## src/hw/tcg_pkg.sv

```systemverilog
// tcg_pkg: device map, field layout, host register map and timing for the timer/carrier host
package tcg_pkg;

	// --------------------
	// device register addresses
	// --------------------
	localparam logic [15:0] DEV_PORT3_DIR = 16'hFF23;
	localparam logic [15:0] DEV_CARRIER_CTRL = 16'hFF4F;
	localparam logic [15:0] DEV_TIMER_B_MODE = 16'hFF4E;
	localparam logic [15:0] DEV_TIMER_A_MODE = 16'hFF4C;
	localparam logic [15:0] DEV_PORT3_LATCH = 16'hFF03;
	localparam logic [15:0] DEV_TIMER_A_COMPARE = 16'hFF16;
	localparam logic [15:0] DEV_TIMER_A_COUNTER = 16'hFF17;
	localparam logic [15:0] DEV_TIMER_B_COMPARE = 16'hFF1A;
	localparam logic [15:0] DEV_TIMER_B_HIGH_COMPARE = 16'hFF1B;

	// --------------------
	// device reset values and field positions
	// --------------------
	localparam logic [7:0] PORT3_DIR_RST = 8'hFF;
	localparam logic [7:0] CARRIER_CTRL_RST = 8'h00;
	localparam logic [7:0] PORT3_LATCH_CLEAR = 8'h00;
	localparam logic [7:0] MODE_STOPPED = 8'h00;
	localparam int MODE_RUN_BIT = 7;
	localparam int MODE_CLK_LSB = 3;
	localparam int MODE_SEL_LSB = 1;
	localparam int MODE_OE_BIT = 0;
	localparam logic [1:0] MODE_DISCRETE = 2'h0;
	localparam logic [1:0] MODE_B_CARRIER = 2'h3;
	localparam logic [2:0] CLK_SEL_MAX = 3'h5;
	localparam logic [2:0] CLK_B_EXT_MIN = 3'h2;
	localparam int CAR_CUR_BIT = 0;
	localparam int CAR_NEXT_BIT = 1;
	localparam int CAR_LEVEL_BIT = 2;
	localparam int PIN_EVENT_IN = 1;
	localparam int PIN_TB_OUT = 2;

	// --------------------
	// host register map
	// --------------------
	localparam logic [3:0] REG_CMD = 4'h0;
	localparam logic [3:0] REG_CLK_A = 4'h1;
	localparam logic [3:0] REG_CLK_B = 4'h2;
	localparam logic [3:0] REG_CMP_A = 4'h3;
	localparam logic [3:0] REG_CMP_B = 4'h4;
	localparam logic [3:0] REG_CMP_BH = 4'h5;
	localparam logic [3:0] REG_CARRIER = 4'h6;
	localparam logic [3:0] REG_STATUS = 4'h7;
	localparam logic [3:0] REG_GUARD_LO = 4'h8;
	localparam logic [3:0] REG_GUARD_HI = 4'h9;
	localparam logic [3:0] REG_PORT3 = 4'hA;
	localparam int ST_BUSY = 0;
	localparam int ST_CFG_ERR = 1;
	localparam int ST_OVERRUN = 2;
	localparam int ST_CARRIER_ON = 3;
	localparam int ST_IRQ_A = 4;
	localparam int ST_REWRITE = 5;

	// command codes written to REG_CMD
	localparam logic [3:0] OP_STOP_A = 4'h1;
	localparam logic [3:0] OP_STOP_B = 4'h2;
	localparam logic [3:0] OP_INTERVAL_A = 4'h3;
	localparam logic [3:0] OP_INTERVAL_B = 4'h4;
	localparam logic [3:0] OP_EVENT_B = 4'h5;
	localparam logic [3:0] OP_CARRIER_START = 4'h6;
	localparam logic [3:0] OP_CARRIER_NEXT = 4'h7;
	localparam logic [3:0] OP_CARRIER_STOP = 4'h8;

	// --------------------
	// timing
	// --------------------
	localparam int CLK_PERIOD_NS = 20;
	localparam int GUARD_HALF_NS = 12800;
	localparam logic [15:0] GUARD_WAIT_CYC =
		16'((GUARD_HALF_NS + CLK_PERIOD_NS - 1) / CLK_PERIOD_NS + 1);
	localparam int RD_LAT = 3;

	// --------------------
	// carriers
	// --------------------
	typedef enum logic [1:0] {STEP_END, STEP_WR, STEP_WR_GUARD} tcg_step_kind_t;
	typedef struct packed {
		tcg_step_kind_t kind;
		logic [15:0] addr;
		logic [7:0] data;
	} tcg_step_t;
	typedef struct packed {
		logic wr;
		logic rd;
		logic [15:0] addr;
		logic [7:0] data;
	} tcg_dev_req_t;

endpackage : tcg_pkg

```

## src/hw/tcg_dev_port.sv

```systemverilog
// tcg_dev_port: byte-wide register bus master toward the device
`timescale 1ns/10ps
module tcg_dev_port import tcg_pkg::*; (
	// clock and reset
	input wire logic clk,
	input wire logic rst_n,
	// request from sequencer, answer back
	input wire tcg_dev_req_t req,
	output logic rd_valid,
	output logic [7:0] rd_data,
	// device bus pins
	output logic [15:0] dev_addr,
	output logic [7:0] dev_wdata,
	output logic dev_wr,
	output logic dev_rd,
	input wire logic [7:0] dev_rdata
);

	logic [RD_LAT-1:0] pend_r;
	logic [7:0] rdata_s;

	// every access is a whole byte; no read-modify-write ever reaches the pins
	always_ff @(posedge clk) begin
		if (!rst_n) begin
			dev_addr <= 16'h0000;
			dev_wdata <= 8'h00;
			dev_wr <= 1'b0;
			dev_rd <= 1'b0;
		end else begin
			dev_wr <= req.wr;
			dev_rd <= req.rd;
			if (req.wr || req.rd) begin
				dev_addr <= req.addr;
				dev_wdata <= req.data;
			end
		end
	end

	// read data crosses in from the pins, so it is timed against the synchroniser
	always_ff @(posedge clk) begin
		if (!rst_n) begin
			pend_r <= '0;
		end else begin
			pend_r <= {pend_r[RD_LAT-2:0], dev_rd};
		end
	end

	tcg_sync2 #(.W(8)) u_rdata_sync (
		.clk(clk),
		.rst_n(rst_n),
		.d(dev_rdata),
		.q(rdata_s)
	);

	assign rd_valid = pend_r[RD_LAT-1];
	assign rd_data = rdata_s;

endmodule : tcg_dev_port

```

## src/hw/tcg_host_ctrl.sv

```systemverilog
// tcg_host_ctrl: host sequencer that sets up the dual timer and carrier generator
// Function
// RULE_01: carrier control register write-only, resets 00H
// RULE_02: next bit and level select shape output
// RULE_03: timer A match copies next into current
// RULE_04: current bit zero drives low, stops carrier
// RULE_05: current bit writable only with output disabled
// RULE_06: rewrite next bit by byte after restart
// RULE_07: write zero into carrier bits 3 to 7
// RULE_08: carrier register written only as byte
// RULE_09: no carrier access during timer A interrupt
// RULE_10: counter A at zero: wait half period
// RULE_11: load compares and carrier bits before enabling
// RULE_12: port 3 direction resets FFH, zero outputs
// RULE_13: timer pin output: clear direction and latch
// RULE_14: interval match clears counter, raises interrupt
// RULE_15: interval setup follows fixed six-step order; the interval sequence here issues five writes
// RULE_16: timer A clock select codes 000 to 101
// RULE_17: timer B clock select codes 000 to 101
// RULE_18: stop timer before changing its clock
// RULE_19: event mode counts each valid input edge
// RULE_20: event match clears counter, raises interrupt
// RULE_21: event pin set to input before start
// RULE_22: clearing run bit stops and zeroes counter
// RULE_23: 8-bit mode counts rising edges only
// RULE_24: carrier signal drives timer B output pin
`timescale 1ns/10ps
module tcg_host_ctrl import tcg_pkg::*; (
	// clock and reset
	input wire logic clk,
	input wire logic rst_n,
	// software register port
	input wire logic [3:0] reg_addr,
	input wire logic [7:0] reg_wdata,
	input wire logic reg_wr,
	input wire logic reg_rd,
	output logic [7:0] reg_rdata,
	// device register bus
	output logic [15:0] dev_addr,
	output logic [7:0] dev_wdata,
	output logic dev_wr,
	output logic dev_rd,
	input wire logic [7:0] dev_rdata,
	// device timer A match interrupt
	input wire logic dev_match_irq_a
);

	// --------------------
	// declarations
	// --------------------
	typedef enum logic [2:0] {
		S_IDLE, S_ISSUE, S_IRQ_WAIT, S_CNT_WAIT, S_HALF_WAIT, S_GUARD_WR
	} tcg_state_t;

	tcg_state_t state_r;
	logic [3:0] op_r;
	logic [3:0] idx_r;
	logic [2:0] clk_a_r;
	logic [2:0] clk_b_r;
	logic [7:0] cmp_a_r;
	logic [7:0] cmp_b_r;
	logic [7:0] cmp_bh_r;
	logic [2:0] carrier_r;
	logic [15:0] guard_r;
	logic [15:0] wait_r;
	logic [7:0] port3_r;
	logic cfg_err_r;
	logic overrun_r;
	logic carrier_on_r;
	logic rewrite_r;
	logic irq_s;
	logic rd_valid;
	logic [7:0] rd_data;
	tcg_step_t step;
	tcg_dev_req_t req;
	logic start_ok;
	logic cmd_wr;
	logic cfg_bad;
	logic [7:0] carrier_byte;

	// --------------------
	// helpers
	// --------------------
	function automatic logic [7:0] mode_byte(input logic run, input logic [2:0] cs,
		input logic [1:0] md, input logic oe);
		logic [7:0] b;
		b = 8'h00;
		b[MODE_RUN_BIT] = run;
		b[MODE_CLK_LSB +: 3] = cs;
		b[MODE_SEL_LSB +: 2] = md;
		b[MODE_OE_BIT] = oe;
		return b;
	endfunction : mode_byte

	function automatic tcg_step_t mk(input tcg_step_kind_t k, input logic [15:0] a,
		input logic [7:0] d);
		tcg_step_t s;
		s.kind = k;
		s.addr = a;
		s.data = d;
		return s;
	endfunction : mk

	// upper five bits always zero, whole byte every time
	always_comb begin
		carrier_byte = CARRIER_CTRL_RST; // RULE_07
		carrier_byte[CAR_CUR_BIT] = carrier_r[CAR_CUR_BIT];
		carrier_byte[CAR_NEXT_BIT] = carrier_r[CAR_NEXT_BIT];
		carrier_byte[CAR_LEVEL_BIT] = carrier_r[CAR_LEVEL_BIT];
	end

	// --------------------
	// sequence table: one device access per step
	// --------------------
	always_comb begin
		step = mk(STEP_END, 16'h0000, 8'h00);
		case (op_r)
			OP_STOP_A: begin
				if (idx_r == 4'h0) step = mk(STEP_WR, DEV_TIMER_A_MODE, MODE_STOPPED);
			end
			OP_STOP_B, OP_CARRIER_STOP: begin
				// stopping drops the next bit inside the device
				case (idx_r)
					4'h0: step = mk(STEP_WR, DEV_TIMER_B_MODE, MODE_STOPPED);
					4'h1: step = mk(STEP_WR, DEV_TIMER_A_MODE, MODE_STOPPED);
					default: step = mk(STEP_END, 16'h0000, 8'h00);
				endcase
				if (op_r == OP_STOP_B && idx_r != 4'h0) step = mk(STEP_END, 16'h0000, 8'h00);
			end
			OP_INTERVAL_A, OP_INTERVAL_B: begin
				// stop and disable, compare, mode, clock, start
				case (idx_r)
					4'h0: step = mk(STEP_WR, DEV_TIMER_A_MODE, MODE_STOPPED); // RULE_15
					4'h1: step = mk(STEP_WR, DEV_TIMER_A_COMPARE, cmp_a_r);
					4'h2: step = mk(STEP_WR, DEV_TIMER_A_MODE,
						mode_byte(1'b0, 3'h0, MODE_DISCRETE, 1'b0));
					4'h3: step = mk(STEP_WR, DEV_TIMER_A_MODE,
						mode_byte(1'b0, clk_a_r, MODE_DISCRETE, 1'b0)); // RULE_18
					4'h4: step = mk(STEP_WR, DEV_TIMER_A_MODE,
						mode_byte(1'b1, clk_a_r, MODE_DISCRETE, 1'b0));
					default: step = mk(STEP_END, 16'h0000, 8'h00);
				endcase
				if (op_r == OP_INTERVAL_B) begin
					case (idx_r)
						4'h1: step.data = cmp_b_r;
						4'h3: step.data = mode_byte(1'b0, clk_b_r, MODE_DISCRETE, 1'b0);
						4'h4: step.data = mode_byte(1'b1, clk_b_r, MODE_DISCRETE, 1'b0);
						default: step.data = step.data;
					endcase
					if (step.addr == DEV_TIMER_A_MODE) step.addr = DEV_TIMER_B_MODE;
					if (step.addr == DEV_TIMER_A_COMPARE) step.addr = DEV_TIMER_B_COMPARE;
				end
			end
			OP_EVENT_B: begin
				// event pin becomes an input before the external clock is chosen
				case (idx_r)
					4'h0: step = mk(STEP_WR, DEV_TIMER_B_MODE, MODE_STOPPED);
					4'h1: step = mk(STEP_WR, DEV_PORT3_DIR,
						port3_r | (8'h01 << PIN_EVENT_IN)); // RULE_21
					4'h2: step = mk(STEP_WR, DEV_TIMER_B_MODE,
						mode_byte(1'b0, clk_b_r, MODE_DISCRETE, 1'b0)); // RULE_18
					4'h3: step = mk(STEP_WR, DEV_TIMER_B_MODE,
						mode_byte(1'b0, clk_b_r, MODE_DISCRETE, 1'b0));
					4'h4: step = mk(STEP_WR, DEV_TIMER_B_COMPARE, cmp_b_r);
					4'h5: step = mk(STEP_WR, DEV_TIMER_B_MODE,
						mode_byte(1'b1, clk_b_r, MODE_DISCRETE, 1'b0));
					default: step = mk(STEP_END, 16'h0000, 8'h00);
				endcase
			end
			OP_CARRIER_START: begin
				// compares and all three carrier bits are loaded before the mode is enabled
				case (idx_r)
					4'h0: step = mk(STEP_WR, DEV_TIMER_A_MODE, MODE_STOPPED);
					4'h1: step = mk(STEP_WR, DEV_TIMER_B_MODE, MODE_STOPPED);
					4'h2: step = mk(STEP_WR, DEV_TIMER_A_COMPARE, cmp_a_r); // RULE_11
					4'h3: step = mk(STEP_WR, DEV_TIMER_B_COMPARE, cmp_b_r);
					4'h4: step = mk(STEP_WR, DEV_TIMER_B_HIGH_COMPARE, cmp_bh_r);
					4'h5: step = mk(STEP_WR, DEV_PORT3_LATCH, PORT3_LATCH_CLEAR); // RULE_13
					4'h6: step = mk(STEP_WR, DEV_PORT3_DIR,
						port3_r & ~(8'h01 << PIN_TB_OUT)); // RULE_13
					4'h7: step = mk(STEP_WR_GUARD, DEV_CARRIER_CTRL, carrier_byte); // RULE_11
					4'h8: step = mk(STEP_WR, DEV_TIMER_A_MODE,
						mode_byte(1'b0, clk_a_r, MODE_DISCRETE, 1'b0));
					4'h9: step = mk(STEP_WR, DEV_TIMER_B_MODE,
						mode_byte(1'b0, clk_b_r, MODE_B_CARRIER, 1'b1));
					4'hA: step = mk(STEP_WR, DEV_TIMER_B_MODE,
						mode_byte(1'b1, clk_b_r, MODE_B_CARRIER, 1'b1));
					4'hB: step = mk(STEP_WR, DEV_TIMER_A_MODE,
						mode_byte(1'b1, clk_a_r, MODE_DISCRETE, 1'b0));
					default: step = mk(STEP_END, 16'h0000, 8'h00);
				endcase
			end
			OP_CARRIER_NEXT: begin
				// full byte; the device ignores the current bit while output is on
				if (idx_r == 4'h0) step = mk(STEP_WR_GUARD, DEV_CARRIER_CTRL, carrier_byte); // RULE_08
			end
			default: step = mk(STEP_END, 16'h0000, 8'h00);
		endcase
	end

	// --------------------
	// command acceptance
	// --------------------
	assign cmd_wr = reg_wr && (reg_addr == REG_CMD);
	always_comb begin
		cfg_bad = (clk_a_r > CLK_SEL_MAX) || (clk_b_r > CLK_SEL_MAX); // RULE_16 RULE_17
		if (reg_wdata[3:0] == OP_EVENT_B && clk_b_r < CLK_B_EXT_MIN) cfg_bad = 1'b1;
		if (reg_wdata[3:0] == OP_CARRIER_NEXT && !carrier_on_r) cfg_bad = 1'b1;
		if (reg_wdata[3:0] == 4'h0 || reg_wdata[3:0] > OP_CARRIER_STOP) cfg_bad = 1'b1;
	end
	assign start_ok = cmd_wr && (state_r == S_IDLE) && !cfg_bad;

	// --------------------
	// sequencer state machine
	// --------------------
	always_ff @(posedge clk) begin
		if (!rst_n) begin
			state_r <= S_IDLE;
			op_r <= 4'h0;
			idx_r <= 4'h0;
			wait_r <= 16'h0000;
		end else begin
			case (state_r)
				S_IDLE: begin
					if (start_ok) begin
						op_r <= reg_wdata[3:0];
						idx_r <= 4'h0;
						state_r <= S_ISSUE;
					end
				end
				S_ISSUE: begin
					case (step.kind)
						STEP_WR: idx_r <= idx_r + 4'h1;
						STEP_WR_GUARD: state_r <= S_IRQ_WAIT;
						default: state_r <= S_IDLE;
					endcase
				end
				S_IRQ_WAIT: begin
					// counter is read only once the match interrupt has dropped
					if (!irq_s) state_r <= S_CNT_WAIT; // RULE_09
				end
				S_CNT_WAIT: begin
					if (rd_valid) begin
						if (rd_data == 8'h00) begin
							wait_r <= guard_r;
							state_r <= S_HALF_WAIT; // RULE_10
						end else begin
							state_r <= S_GUARD_WR;
						end
					end
				end
				S_HALF_WAIT: begin
					// zero-length guard still waits one cycle
					if (wait_r <= 16'h0001) state_r <= S_GUARD_WR; // RULE_10
					else wait_r <= wait_r - 16'h0001;
				end
				S_GUARD_WR: begin
					if (irq_s) begin
						state_r <= S_IRQ_WAIT; // RULE_09
					end else begin
						idx_r <= idx_r + 4'h1;
						state_r <= S_ISSUE;
					end
				end
				default: state_r <= S_IDLE;
			endcase
		end
	end

	// device requests: writes from the table, the counter read, the guarded write
	always_comb begin
		req = '0;
		req.addr = step.addr;
		req.data = step.data;
		if (state_r == S_ISSUE && step.kind == STEP_WR) req.wr = 1'b1;
		if (state_r == S_IRQ_WAIT && !irq_s) begin
			req.rd = 1'b1;
			req.addr = DEV_TIMER_A_COUNTER;
		end
		if (state_r == S_GUARD_WR && !irq_s) req.wr = 1'b1;
	end

	// --------------------
	// software registers
	// --------------------
	always_ff @(posedge clk) begin
		if (!rst_n) begin
			clk_a_r <= 3'h0;
			clk_b_r <= 3'h0;
			cmp_a_r <= 8'h00;
			cmp_b_r <= 8'h00;
			cmp_bh_r <= 8'h00;
			carrier_r <= 3'h0;
			guard_r <= GUARD_WAIT_CYC;
		end else if (reg_wr) begin
			case (reg_addr)
				REG_CLK_A: clk_a_r <= reg_wdata[2:0];
				REG_CLK_B: clk_b_r <= reg_wdata[2:0];
				REG_CMP_A: cmp_a_r <= reg_wdata;
				REG_CMP_B: cmp_b_r <= reg_wdata;
				REG_CMP_BH: cmp_bh_r <= reg_wdata;
				REG_CARRIER: carrier_r <= reg_wdata[2:0];
				REG_GUARD_LO: guard_r[7:0] <= reg_wdata;
				REG_GUARD_HI: guard_r[15:8] <= reg_wdata;
				default: guard_r <= guard_r;
			endcase
		end
	end

	// shadow of the device direction register, which starts as all inputs
	always_ff @(posedge clk) begin
		if (!rst_n) begin
			port3_r <= PORT3_DIR_RST; // RULE_12
		end else if (req.wr && req.addr == DEV_PORT3_DIR) begin
			port3_r <= req.data;
		end
	end

	// carrier run state and the rewrite-needed flag after a restart
	always_ff @(posedge clk) begin
		if (!rst_n) begin
			carrier_on_r <= 1'b0;
			rewrite_r <= 1'b0;
		end else if (start_ok) begin
			case (reg_wdata[3:0])
				OP_CARRIER_START: begin
					carrier_on_r <= 1'b1;
					rewrite_r <= 1'b0;
				end
				OP_CARRIER_STOP, OP_STOP_A, OP_STOP_B: begin
					// device has lost the next bit; software must send it again
					rewrite_r <= carrier_on_r; // RULE_06
					carrier_on_r <= 1'b0;
				end
				OP_CARRIER_NEXT: rewrite_r <= 1'b0; // RULE_06
				default: carrier_on_r <= carrier_on_r;
			endcase
		end
	end

	// error flags: write one to clear, a new error wins over the clear
	always_ff @(posedge clk) begin
		if (!rst_n) begin
			cfg_err_r <= 1'b0;
			overrun_r <= 1'b0;
		end else begin
			if (cmd_wr && state_r == S_IDLE && cfg_bad) cfg_err_r <= 1'b1;
			else if (reg_wr && reg_addr == REG_STATUS && reg_wdata[ST_CFG_ERR]) cfg_err_r <= 1'b0;
			if (cmd_wr && state_r != S_IDLE) overrun_r <= 1'b1;
			else if (reg_wr && reg_addr == REG_STATUS && reg_wdata[ST_OVERRUN]) overrun_r <= 1'b0;
		end
	end

	// read data in the cycle after the strobe; unmapped reads return zero
	always_ff @(posedge clk) begin
		if (!rst_n) begin
			reg_rdata <= 8'h00;
		end else if (reg_rd) begin
			case (reg_addr)
				REG_CMD: reg_rdata <= {4'h0, op_r};
				REG_CLK_A: reg_rdata <= {5'h00, clk_a_r};
				REG_CLK_B: reg_rdata <= {5'h00, clk_b_r};
				REG_CMP_A: reg_rdata <= cmp_a_r;
				REG_CMP_B: reg_rdata <= cmp_b_r;
				REG_CMP_BH: reg_rdata <= cmp_bh_r;
				REG_CARRIER: reg_rdata <= {5'h00, carrier_r};
				REG_STATUS: reg_rdata <= {2'h0, rewrite_r, irq_s, carrier_on_r, overrun_r,
					cfg_err_r, state_r != S_IDLE};
				REG_GUARD_LO: reg_rdata <= guard_r[7:0];
				REG_GUARD_HI: reg_rdata <= guard_r[15:8];
				REG_PORT3: reg_rdata <= port3_r;
				default: reg_rdata <= 8'h00;
			endcase
		end else begin
			reg_rdata <= 8'h00;
		end
	end

	// --------------------
	// pin-side blocks
	// --------------------
	tcg_sync2 #(.W(1)) u_irq_sync (
		.clk(clk),
		.rst_n(rst_n),
		.d(dev_match_irq_a),
		.q(irq_s)
	);

	tcg_dev_port u_dev_port (
		.clk(clk),
		.rst_n(rst_n),
		.req(req),
		.rd_valid(rd_valid),
		.rd_data(rd_data),
		.dev_addr(dev_addr),
		.dev_wdata(dev_wdata),
		.dev_wr(dev_wr),
		.dev_rd(dev_rd),
		.dev_rdata(dev_rdata)
	);

endmodule : tcg_host_ctrl

```

## src/hw/tcg_sync2.sv

```systemverilog
// tcg_sync2: two-flop synchroniser for pin inputs
`timescale 1ns/10ps
module tcg_sync2 import tcg_pkg::*; #(
	parameter int W = 1
) (
	// clock and reset
	input wire logic clk,
	input wire logic rst_n,
	// asynchronous in, synchronous out
	input wire logic [W-1:0] d,
	output logic [W-1:0] q
);

	logic [W-1:0] meta_r;

	// first stage feeds only the second stage
	always_ff @(posedge clk) begin
		if (!rst_n) begin
			meta_r <= '0;
			q <= '0;
		end else begin
			meta_r <= d;
			q <= meta_r;
		end
	end

endmodule : tcg_sync2
```

## config.mk

```make
export PLATFORM = sky130hd
export DESIGN_NAME = tcg_host_ctrl
export DESIGN_NICKNAME = d
export VERILOG_FILES = /design/src/hw/tcg_pkg.sv /design/src/hw/tcg_dev_port.sv /design/src/hw/tcg_host_ctrl.sv /design/src/hw/tcg_sync2.sv
export SDC_FILE = /design/constraint.sdc
export NUM_CORES = 1
export LEC_CHECK = 0
export ABC_AREA = 1
export BUFFER_PORTS_ARGS = -buffer_cell sky130_fd_sc_hd__buf_2
export CORE_UTILIZATION = 54
export CTS_BUF_LIST = sky130_fd_sc_hd__clkbuf_4 sky130_fd_sc_hd__clkbuf_8 sky130_fd_sc_hd__clkbuf_16
export DETAILED_ROUTE_END_ITERATION = 8
export GPL_ROUTABILITY_DRIVEN = 0
export PLACE_DENSITY = 0.82
export SKIP_LAST_GASP = 1
export SLEW_MARGIN = 20
export SYNTH_ARGS = -nofsm -noshare
export SYNTH_HDL_FRONTEND = slang
export SYNTH_SLANG_ARGS = --single-unit
```

## constraint.sdc

```tcl
create_clock -name clk -period 2.1 [get_ports clk]
set_input_delay 0.21 -clock clk [delete_from_list [all_inputs] [get_ports clk]]
set_output_delay 0.21 -clock clk [all_outputs]
set_load 0.03 [all_outputs]
```

==> impl_metrics.ini, run 1 <==
[outcome]
outcome = finished clean

[synth]
synthesis.nets = 1071
synthTopCellsByArea = dfxtp_1 39%, nand2_1 11%, inv_1 8.3%
yosysSeqAreaShare_pct = 38.9
synth_cells = 1040
ys_types = 42
synth_top_area_share_pct = 38.9
syn_area_per_cell_sq_um = 6.68
synth_edf_count = 0
synth_top_area_cell = dfxtp_1
async_reset_ff_share_pct = 0
synth.cell_area_sq_mm = 0.00695
yosys_warnings = 0
ys.flop_type = dfxtp_1
synth_seq_cells = 135

[routing]
post_drt_wl_per_cell_um = 16.6
via_per_inst = 5.87
routed_wl_mm = 22.0
drc = 0
drtIter0Drc = 1028
postRouteAntennaNets = 0
vias = 7783
dr.pass1.iters = 6

[timing]
max_freq_mhz = 481
worstMarginPinSlew_ns = 0.601
finClkSkew_ns = 0.00783
hold_viol = 0
max_slew_margin_pct = 59.9
period_share_pct = 98.9
period_minus_slack_ns = 2.08
slew_viol_final = 0
setup_viol = 0
rsz0062_at_grt = true

[global_routing]
grt_usage_pct = 32.9
grt_max_degree = 62
antenna_found_initial = 0
grt_pass1_vias = 6754
grt-ovfl-total = 0
grt_pass1_wl_mm = 33.6

[cts]
h-tree-depth = 4
cts_tree = yes
cts_buffers = 17
max-clock-path-buffers = 2
clockRootBuffer = clkbuf_16
clk_pin_slew_worst_paths_ns = 0.06
cts.sinks = 135
clkLatencyLatePin_ns = 0.43

[worst_setup_path]
endpoint_kind = register
critical_path_class = reg2reg
worstSetupStartpointType = register
cp.required_ns = 2.42
arrival_ns = 2.40
cp_max_fo = 20

[placement]
dp_hpwl_mm = 14.8
place.port_buffers = 57

[floorplan]
io_pins = 59
std_cell_rows = 41
fp.dieW_um = 115
start_util_pct = 55.3
die_h_um = 115
core_area_sq_mm = 0.0126
dieArea_sq_mm = 0.0133

[power]
leakage_nw = 3.84
power_density_mw_per_mm2 = 971
p_total_w = 0.00826
vdd_drop_max_uv = 697

[layout]
final_core_util_pct = 67.7
areaGrowthSynthToFinish_pct = 22.4
drive_gt1_share_pct = 17.0
fillCellCount = 1012
fin_nets = 1170

[min_path]
hold_class = in2reg

[job]
maxCapViolCount = 0
==> cells in the mapped netlist (2+ instances only) <==
cell and n:
nand2_1 196, inv_1 153, dfxtp_1 135, nor2_1 107
o21ai_0 101, a21oi_1 93, nand3_1 54, o22ai_1 37
clkbuf_1 21, nor3_1 16, o21ai_1 11, buf_4 10
a31oi_1 9, nand4_1 9, a211oi_1 7, buf_2 7
o211ai_1 7, a221oi_1 6, ha_1 6, inv_2 6
nand2_2 6, nor2_2 5, xor2_1 5, o221ai_1 4
buf_1 3, or2_2 3, a2111oi_0 2, clkinv_1 2
nor2_4 2, o2111ai_1 2, o21a_1 2, o21ai_2 2
o31ai_1 2
==> registers in the layout (all words and copies together), names as in the netlist, 3 cells and up <==
register,count
cmp_bh_r,8
u_dev_port.dev_wdata,8
u_dev_port.dev_addr,8
op_r,4
u_dev_port.u_rdata_sync.q,8
u_dev_port.pend_r,3
reg_rdata,8
carrier_r,3
port3_r,8
wait_r,16
cmp_a_r,8
clk_a_r,3
state_r,3
idx_r,4
clk_b_r,3
guard_r,16
cmp_b_r,8
u_dev_port.u_rdata_sync.meta_r,8
==> cell families after synthesis <==
logic type      count (synthesis)  synth area share (%)
simple gates                  404                  24.7
compound gates                287                  23.1
buf+inv                       202                  11.6
flops                         135                  38.9
fa+ha+maj                       6                  1.08
xor+xnor                        5                 0.630
other cells                     1                0.0540
==> worst max-delay path: stages, from the launching register on <==
cell,delay [ns]
dfxtp_4,0.41
inv_4,0.07
ha_4,0.20
o21ai_4,0.21
inv_1,0.07
nand3_1,0.13
nand2_2,0.08
nor2_2,0.13
nand2_2,0.09
nand3_4,0.12
nand3_2,0.09
buf_12,0.17
o21ai_1,0.14
nor2_1,0.05
==> metal layers <==
layer / vias to the layer above / track usage [%] / wire, um / share of wire (%)
li1: 3633 / - / - / -
met3: 95 / 7.17 / 2490 / 11
met4: 0 / 17.3 / 1000 / 4.5
met5: - / 0 / 0 / 0
met2: 544 / 49.6 / 9680 / 44
met1: 3511 / 44.1 / 8850 / 40
==> final cells by class <==
| class | instances | area [sq um] | area share, % |
|---|---|---|---|
| Multi-Input combinational cell | 703 | 3560 | 41.9 |
| Antenna cell | 3 | 7.51 | 0.0883 |
| Timing Repair inverter | 3 | 20.0 | 0.235 |
| Clock inverter | 13 | 134 | 1.57 |
| Timing Repair Buffer | 118 | 793 | 9.33 |
| Tap cell | 172 | 215 | 2.53 |
| Sequential cell | 135 | 2710 | 31.9 |
| Clock buffer | 19 | 453 | 5.33 |
| Inverter | 161 | 611 | 7.18 |
==> through the flow <==
step                      TNS, ns  hold slack [ns]  worst slack [ns]  area (sq um)  cells
after floorplan                 0            0.308             0.141          6950   1040
after global placement          0            0.390            0.0663          7630   1275
after detailed placement   -0.889            0.396           -0.0917          7630   1275
after CTS                 -0.0200           0.0951           -0.0109          8340   1317
after global routing        -1.31           0.0922           -0.0850          8500   1324
final                           0           0.0986            0.0229          8510   1327
==> layout by cell type, fill, tap and decap left out, drive strengths merged, types with 7 or more instances in the layout <==
| cell | synthesis | final |
|---|---|---|
| a211oi | 7 | 7 |
| a21oi | 93 | 93 |
| a31oi | 9 | 9 |
| buf | 20 | 109 |
| clkbuf | 21 | 19 |
| clkinvlp | 0 | 7 |
| dfxtp | 135 | 135 |
| dlygate4sd3 | 0 | 9 |
| inv | 159 | 165 |
| nand2 | 203 | 203 |
| nand3 | 56 | 56 |
| nand4 | 9 | 9 |
| nor2 | 114 | 114 |
| nor3 | 17 | 17 |
| o211ai | 7 | 7 |
| o21ai | 114 | 114 |
| o22ai | 37 | 37 |
==> timing repair <==
action | CTS | global route
buffers inserted | 1 | 4
hold buffers | 9 | 0
pin swaps | 2 | 5
gates resized for setup | 5 | 35
gates cloned | 0 | 3
endpoints found under the setup margin | 23 | 39
endpoints found under the hold margin | 9 | 0
==> path summary, 6_finish.rpt <==
kind                                                                   start                                      end  slack, ns  cells past startpoint
worst min-delay path                                            reg_wdata[7]                  guard_r[7]$_SDFFE_PN1P_        0.1                      3
worst max-delay path                                   idx_r[1]$_SDFFE_PN0P_     u_dev_port.dev_wdata[7]$_SDFFE_PN0P_       0.02                     13
worst min register to register  u_dev_port.u_rdata_sync.meta_r[1]$_SDFF_PN0_  u_dev_port.u_rdata_sync.q[1]$_SDFF_PN0_       0.41                      2
worst max register to register                         idx_r[1]$_SDFFE_PN0P_     u_dev_port.dev_wdata[7]$_SDFFE_PN0P_       0.02                     13
==> report_power, final <==
group	switching [W]	internal, W	leakage (nW)
Combinational	0.00158	0.000811	2.46
Clock	0.00124	0.00172	0.280
Sequential	0.000143	0.00276	1.10
No activity file was read; power rests on OpenSTA's default activity.
==> run 2: changes to the inputs <==
--- a/config.mk
+++ b/config.mk
@@ -7,11 +7,11 @@
 export LEC_CHECK = 0
 export ABC_AREA = 1
 export BUFFER_PORTS_ARGS = -buffer_cell sky130_fd_sc_hd__buf_2
-export CORE_UTILIZATION = 54
+export CORE_UTILIZATION = 43
 export CTS_BUF_LIST = sky130_fd_sc_hd__clkbuf_4 sky130_fd_sc_hd__clkbuf_8 sky130_fd_sc_hd__clkbuf_16
 export DETAILED_ROUTE_END_ITERATION = 8
 export GPL_ROUTABILITY_DRIVEN = 0
-export PLACE_DENSITY = 0.82
+export PLACE_DENSITY = 0.69
 export SKIP_LAST_GASP = 1
 export SLEW_MARGIN = 20
 export SYNTH_ARGS = -nofsm -noshare
==> impl_metrics.ini, run 2 (synthesized netlist as in run 1, its figures left out) <==
[worst_setup_path]
arrival_ns = 2.45
r2r_slack_ns = -0.01
startpoint = idx_r[0]$_SDFFE_PN0P_
r2r_end = u_dev_port.dev_wdata[5]$_SDFFE_PN0P_
r2r-start = idx_r[0]$_SDFFE_PN0P_
r2r_cells = 13
endpoint_kind = register
worstSetupStartpointType = register
cp_max_fo = 6
cp.required_ns = 2.44
critical_path_class = reg2reg

[min_path]
hold-path-cell-count = 2
min_from = rst_n
hold_class = in2reg
whs_endpoint = port3_r[7]$_SDFFE_PN1P_

[routing]
vias = 7322
via_per_inst = 5.31
routed_wl_mm = 21.2
drc = 0
dr.pass1.iters = 5
drtIter0Drc = 802
postRouteAntennaNets = 0
post_drt_wl_per_cell_um = 15.4

[timing]
layout_setup_ws_ns = -0.0102
period_minus_slack_ns = 2.11
hold_ws_ns = 0.0850
slew_viol_final = 0
period_share_pct = 100
max_freq_mhz = 474
setup_tns_ns = -0.0102
hold_viol = 0
worstMarginPinSlew_ns = 0.644
finClkSkew_ns = 0.0147
setup_viol = 1
rsz0062_at_grt = true
max_slew_margin_pct = 57.0

[floorplan]
start_util_pct = 43.9
core_area_sq_mm = 0.0158
io_pins = 59
std_cell_rows = 46
fp.dieW_um = 129
die_h_um = 129
dieArea_sq_mm = 0.0167

[global_routing]
grt_usage_pct = 25.6
grt_pass1_vias = 6462
grt-ovfl-total = 0
grt_pass1_wl_mm = 32.6
antenna_found_initial = 0
grt_max_degree = 63

[cts]
clkLatencyLatePin_ns = 0.44
clk_pin_slew_worst_paths_ns = 0.07
h-tree-depth = 4
cts_tree = yes
cts.sinks = 135
max-clock-path-buffers = 2
cts_buffers = 17
clockRootBuffer = clkbuf_16

[layout]
areaGrowthSynthToFinish_pct = 26.2
fillCellCount = 1527
fin_nets = 1181
final_core_util_pct = 55.4
drive_gt1_share_pct = 19.0
final_common_cell = nand2_1
n_antenna_cell = 0
top_regs = guard_r (16), wait_r (16)
layout_common_cells = 190 x nand2_1, 150 x inv_1, 130 x dfxtp_1
fin_cells = 1379

[job]
maxCapViolCount = 0

[power]
vdd_drop_max_uv = 635
leakage_nw = 3.94
power_density_mw_per_mm2 = 967

[placement]
dp_cells = 1325
place.port_buffers = 57
pre_cts_slack_ns = -0.0752
dp_hpwl_mm = 14.9

[outcome]
violations = negative setup slack
outcome = finished, violations left
[run 2: per-stage QoR]
stage	power, W	instance area (sq um)
5_1_grt	0.00891	8770
2_1_floorplan	0.00444	6950
3_5_place_dp	0.00502	7730
3_3_place_gp	0.00499	7730
4_1_cts	0.00817	8460
6_report	0.00848	8770
[run 2: metal layers]
layer,global-route usage [%],share of wire [%],vias up
met5,0,0,-
met3,5.90,6.7,56
li1,-,-,3651
met2,41.0,48,320
met4,11.3,3.2,0
met1,32.7,42,3295
[run 2: cell type report]
cell class	count	area (sq um)	share of cell area, %
Timing Repair Buffer	129	922	10.5
Clock inverter	15	185	2.11
Multi-Input combinational cell	703	3620	41.2
Sequential cell	135	2710	31.0
Inverter	161	616	7.02
Tap cell	216	270	3.08
Clock buffer	17	425	4.85
Timing Repair inverter	3	20.0	0.228
[run 2: critical path: stages (launching register included)]
cell       delay (ns)
dfxtp_4          0.41
inv_6            0.06
ha_4             0.19
o21ai_4          0.23
nand3_2          0.12
nand2_2          0.10
nand2_2          0.06
nor2_2           0.12
nand2_2          0.09
nand3_4          0.11
nand3_4          0.14
clkbuf_16        0.20
o21ai_1          0.15
nor2_1           0.05
[run 2: worst max path at each step]
stage / cells past startpoint / endpoint
finish: 13 / u_dev_port.dev_wdata[5]$_SDFFE_PN0P_
global route: 13 / u_dev_port.dev_wdata[5]$_SDFFE_PN0P_
CTS: 13 / wait_r[13]$_SDFFE_PN0P_
detailed placement: 14 / port3_r[1]$_SDFFE_PN1P_
global placement: 14 / port3_r[1]$_SDFFE_PN1P_
floorplan: 13 / u_dev_port.dev_addr[0]$_SDFFE_PN0P_
[run 2: what timing repair did]
| action | CTS | global route |
|---|---|---|
| gates resized for setup | 6 | 56 |
| endpoints found under the setup margin | 22 | 39 |
| buffers inserted | 0 | 7 |
| endpoints found under the hold margin | 9 | 0 |
| gates cloned | 0 | 6 |
| pin swaps | 1 | 18 |
| hold buffers | 9 | 0 |
[run 2: power by group]
part           internal [W]  total, W  switching (W)
sequential          0.00276   0.00292       0.000156
combinational      0.000888   0.00244        0.00155
clock               0.00180   0.00312        0.00132
total               0.00545   0.00848        0.00302
==> run 3: changes to the inputs <==
--- a/config.mk
+++ b/config.mk
@@ -12,6 +12,7 @@
 export DETAILED_ROUTE_END_ITERATION = 8
 export GPL_ROUTABILITY_DRIVEN = 0
 export PLACE_DENSITY = 0.69
+export RECOVER_POWER = 50
 export SKIP_LAST_GASP = 1
 export SLEW_MARGIN = 20
 export SYNTH_ARGS = -nofsm -noshare
==> impl_metrics.ini, run 3 (synthesized netlist as in run 1, its figures left out) <==
[floorplan]
io_pins = 59
fp.dieW_um = 129
core_area_sq_mm = 0.0158
dieArea_sq_mm = 0.0167
die_h_um = 129
start_util_pct = 43.9
std_cell_rows = 46

[cts]
clockRootBuffer = clkbuf_16
cts_buffers = 17
cts_tree = yes
clk_pin_slew_worst_paths_ns = 0.07
max-clock-path-buffers = 2
clkLatencyLatePin_ns = 0.44
h-tree-depth = 4
cts.sinks = 135

[power]
switching_share_pct = 35.9
vdd_drop_max_uv = 624
p_total_w = 0.00845
leakage_nw = 3.80
power_density_mw_per_mm2 = 971
power_frac_clock_pct = 37.1
combPwrFrac_pct = 28.4
p_int_w = 0.00542
seqPwrFrac_pct = 34.6
p_switching_w = 0.00304

[timing]
hold_viol = 0
slew_viol_final = 0
setup_viol = 1
period_minus_slack_ns = 2.11
layout_setup_ws_ns = -0.00894
rsz0062_at_grt = true
worstMarginPinSlew_ns = 0.644
max_slew_margin_pct = 57.0
period_share_pct = 100
max_freq_mhz = 474
finClkSkew_ns = 0.0157

[layout]
final_common_cell = nand2_1
fin_cells = 1379
seq_area_sq_mm = 0.00271
top_regs = guard_r (16), wait_r (16)
multi_input_area_sq_mm = 0.00361
n_antenna_cell = 0
layout_common_cells = 190 x nand2_1, 150 x inv_1, 130 x dfxtp_1
areaGrowthSynthToFinish_pct = 25.3
fillCellCount = 1546
fin_nets = 1181
drive_gt1_share_pct = 15.9

[worst_setup_path]
worst-path-stages = 13
cp.required_ns = 2.44
max_stage_delay_ns = 0.41
cp_max_fo = 6
crit_family = simple AND/OR/NAND/NOR gates
endpoint_kind = register
crit_chain = inv_6, ha_4, o21ai_4, nand3_2, nand2_2, nand2_2, nor2_2, nand2_2, nand3_4, nand3_4, clkbuf_16, o21ai_1, nor2_1
cpMostUsedCell = nand2_2
slowest_stage = dfxtp_4
worstSetupStartpointType = register
critical_path_class = reg2reg
r2r_cells = 13
crit_buf_inv = 2
arrival_ns = 2.45

[outcome]
outcome = finished, violations left
violations = negative setup slack

[global_routing]
grt-ovfl-total = 0
grt_pass1_vias = 6462
grt_max_degree = 63
grt_usage_pct = 25.6
grt_pass1_wl_mm = 32.6
antenna_found_initial = 0

[min_path]
hold-path-cell-count = 2
hold_class = in2reg

[placement]
dp_hpwl_mm = 14.9
dp_cells = 1325
pre_cts_slack_ns = -0.0752
place.port_buffers = 57

[routing]
drtIter0Drc = 859
vias = 7366
dr.pass1.iters = 7
postRouteAntennaNets = 0
routed_wl_mm = 21.3
drc = 0
via_per_inst = 5.34
post_drt_wl_per_cell_um = 15.5

[job]
maxCapViolCount = 0
==> run 3: path summary, 6_finish.rpt <==
kind	startpoint	endpoint	slack (ns)
worst min register to register	u_irq_sync.meta_r$_SDFF_PN0_	u_irq_sync.q$_SDFF_PN0_	0.41
worst min-delay path	rst_n	port3_r[7]$_SDFFE_PN1P_	0.08
worst max register to register	idx_r[0]$_SDFFE_PN0P_	u_dev_port.dev_wdata[5]$_SDFFE_PN0P_	-0.009
worst max-delay path	idx_r[0]$_SDFFE_PN0P_	u_dev_port.dev_wdata[5]$_SDFFE_PN0P_	-0.009
==> run 3: power groups by stage <==
stage,Clock (W),Combinational (W),Sequential [W]
2_1_floorplan,0,0.00135,0.00309
6_report,0.00313,0.00240,0.00292
3_3_place_gp,0,0.00207,0.00292
5_1_grt,0.00328,0.00264,0.00295
4_1_cts,0.00315,0.00215,0.00287
3_5_place_dp,0,0.00210,0.00292
==> run 3: area by class of cell <==
class	count	area share [%]
clock buffers	17	4.89
repair buffers	129	9.95
clock inverters	15	2.13
flip-flops and latches	135	31.2
repair inverters	3	0.230
multi-input cells	703	41.5
inverters	161	7.07
well taps	216	3.10
==> run 3: what timing repair did <==
item                       in CTS  in global routing
setup endpoints to repair      22                 39
pin swaps                       1                 18
resized for setup               6                 56
setup buffers                   0                  7
hold buffers                    9                  0
cloned                          0                  6
hold endpoints to repair        9                  0
==> run 3: per-stage QoR <==
step	setup TNS [ns]	hold WS, ns	utilization [%]	area, sq um
3_5_place_dp	-0.780	0.393	48.8	7730
4_1_cts	0	0.0748	53.4	8460
5_1_grt	-2.26	0.0927	55.0	8700
6_report	-0.00894	0.0848	55.0	8700
3_3_place_gp	-0.00490	0.393	48.8	7730
2_1_floorplan	0	0.308	-	6950
==> run 3: per-layer routing <==
metal	global-route usage [%]	vias up	share of wire [%]
met5	0	-	0
met4	11.3	0	3.2
met3	5.90	57	7.0
met2	41.0	318	48
met1	32.7	3337	42
li1	-	3654	-
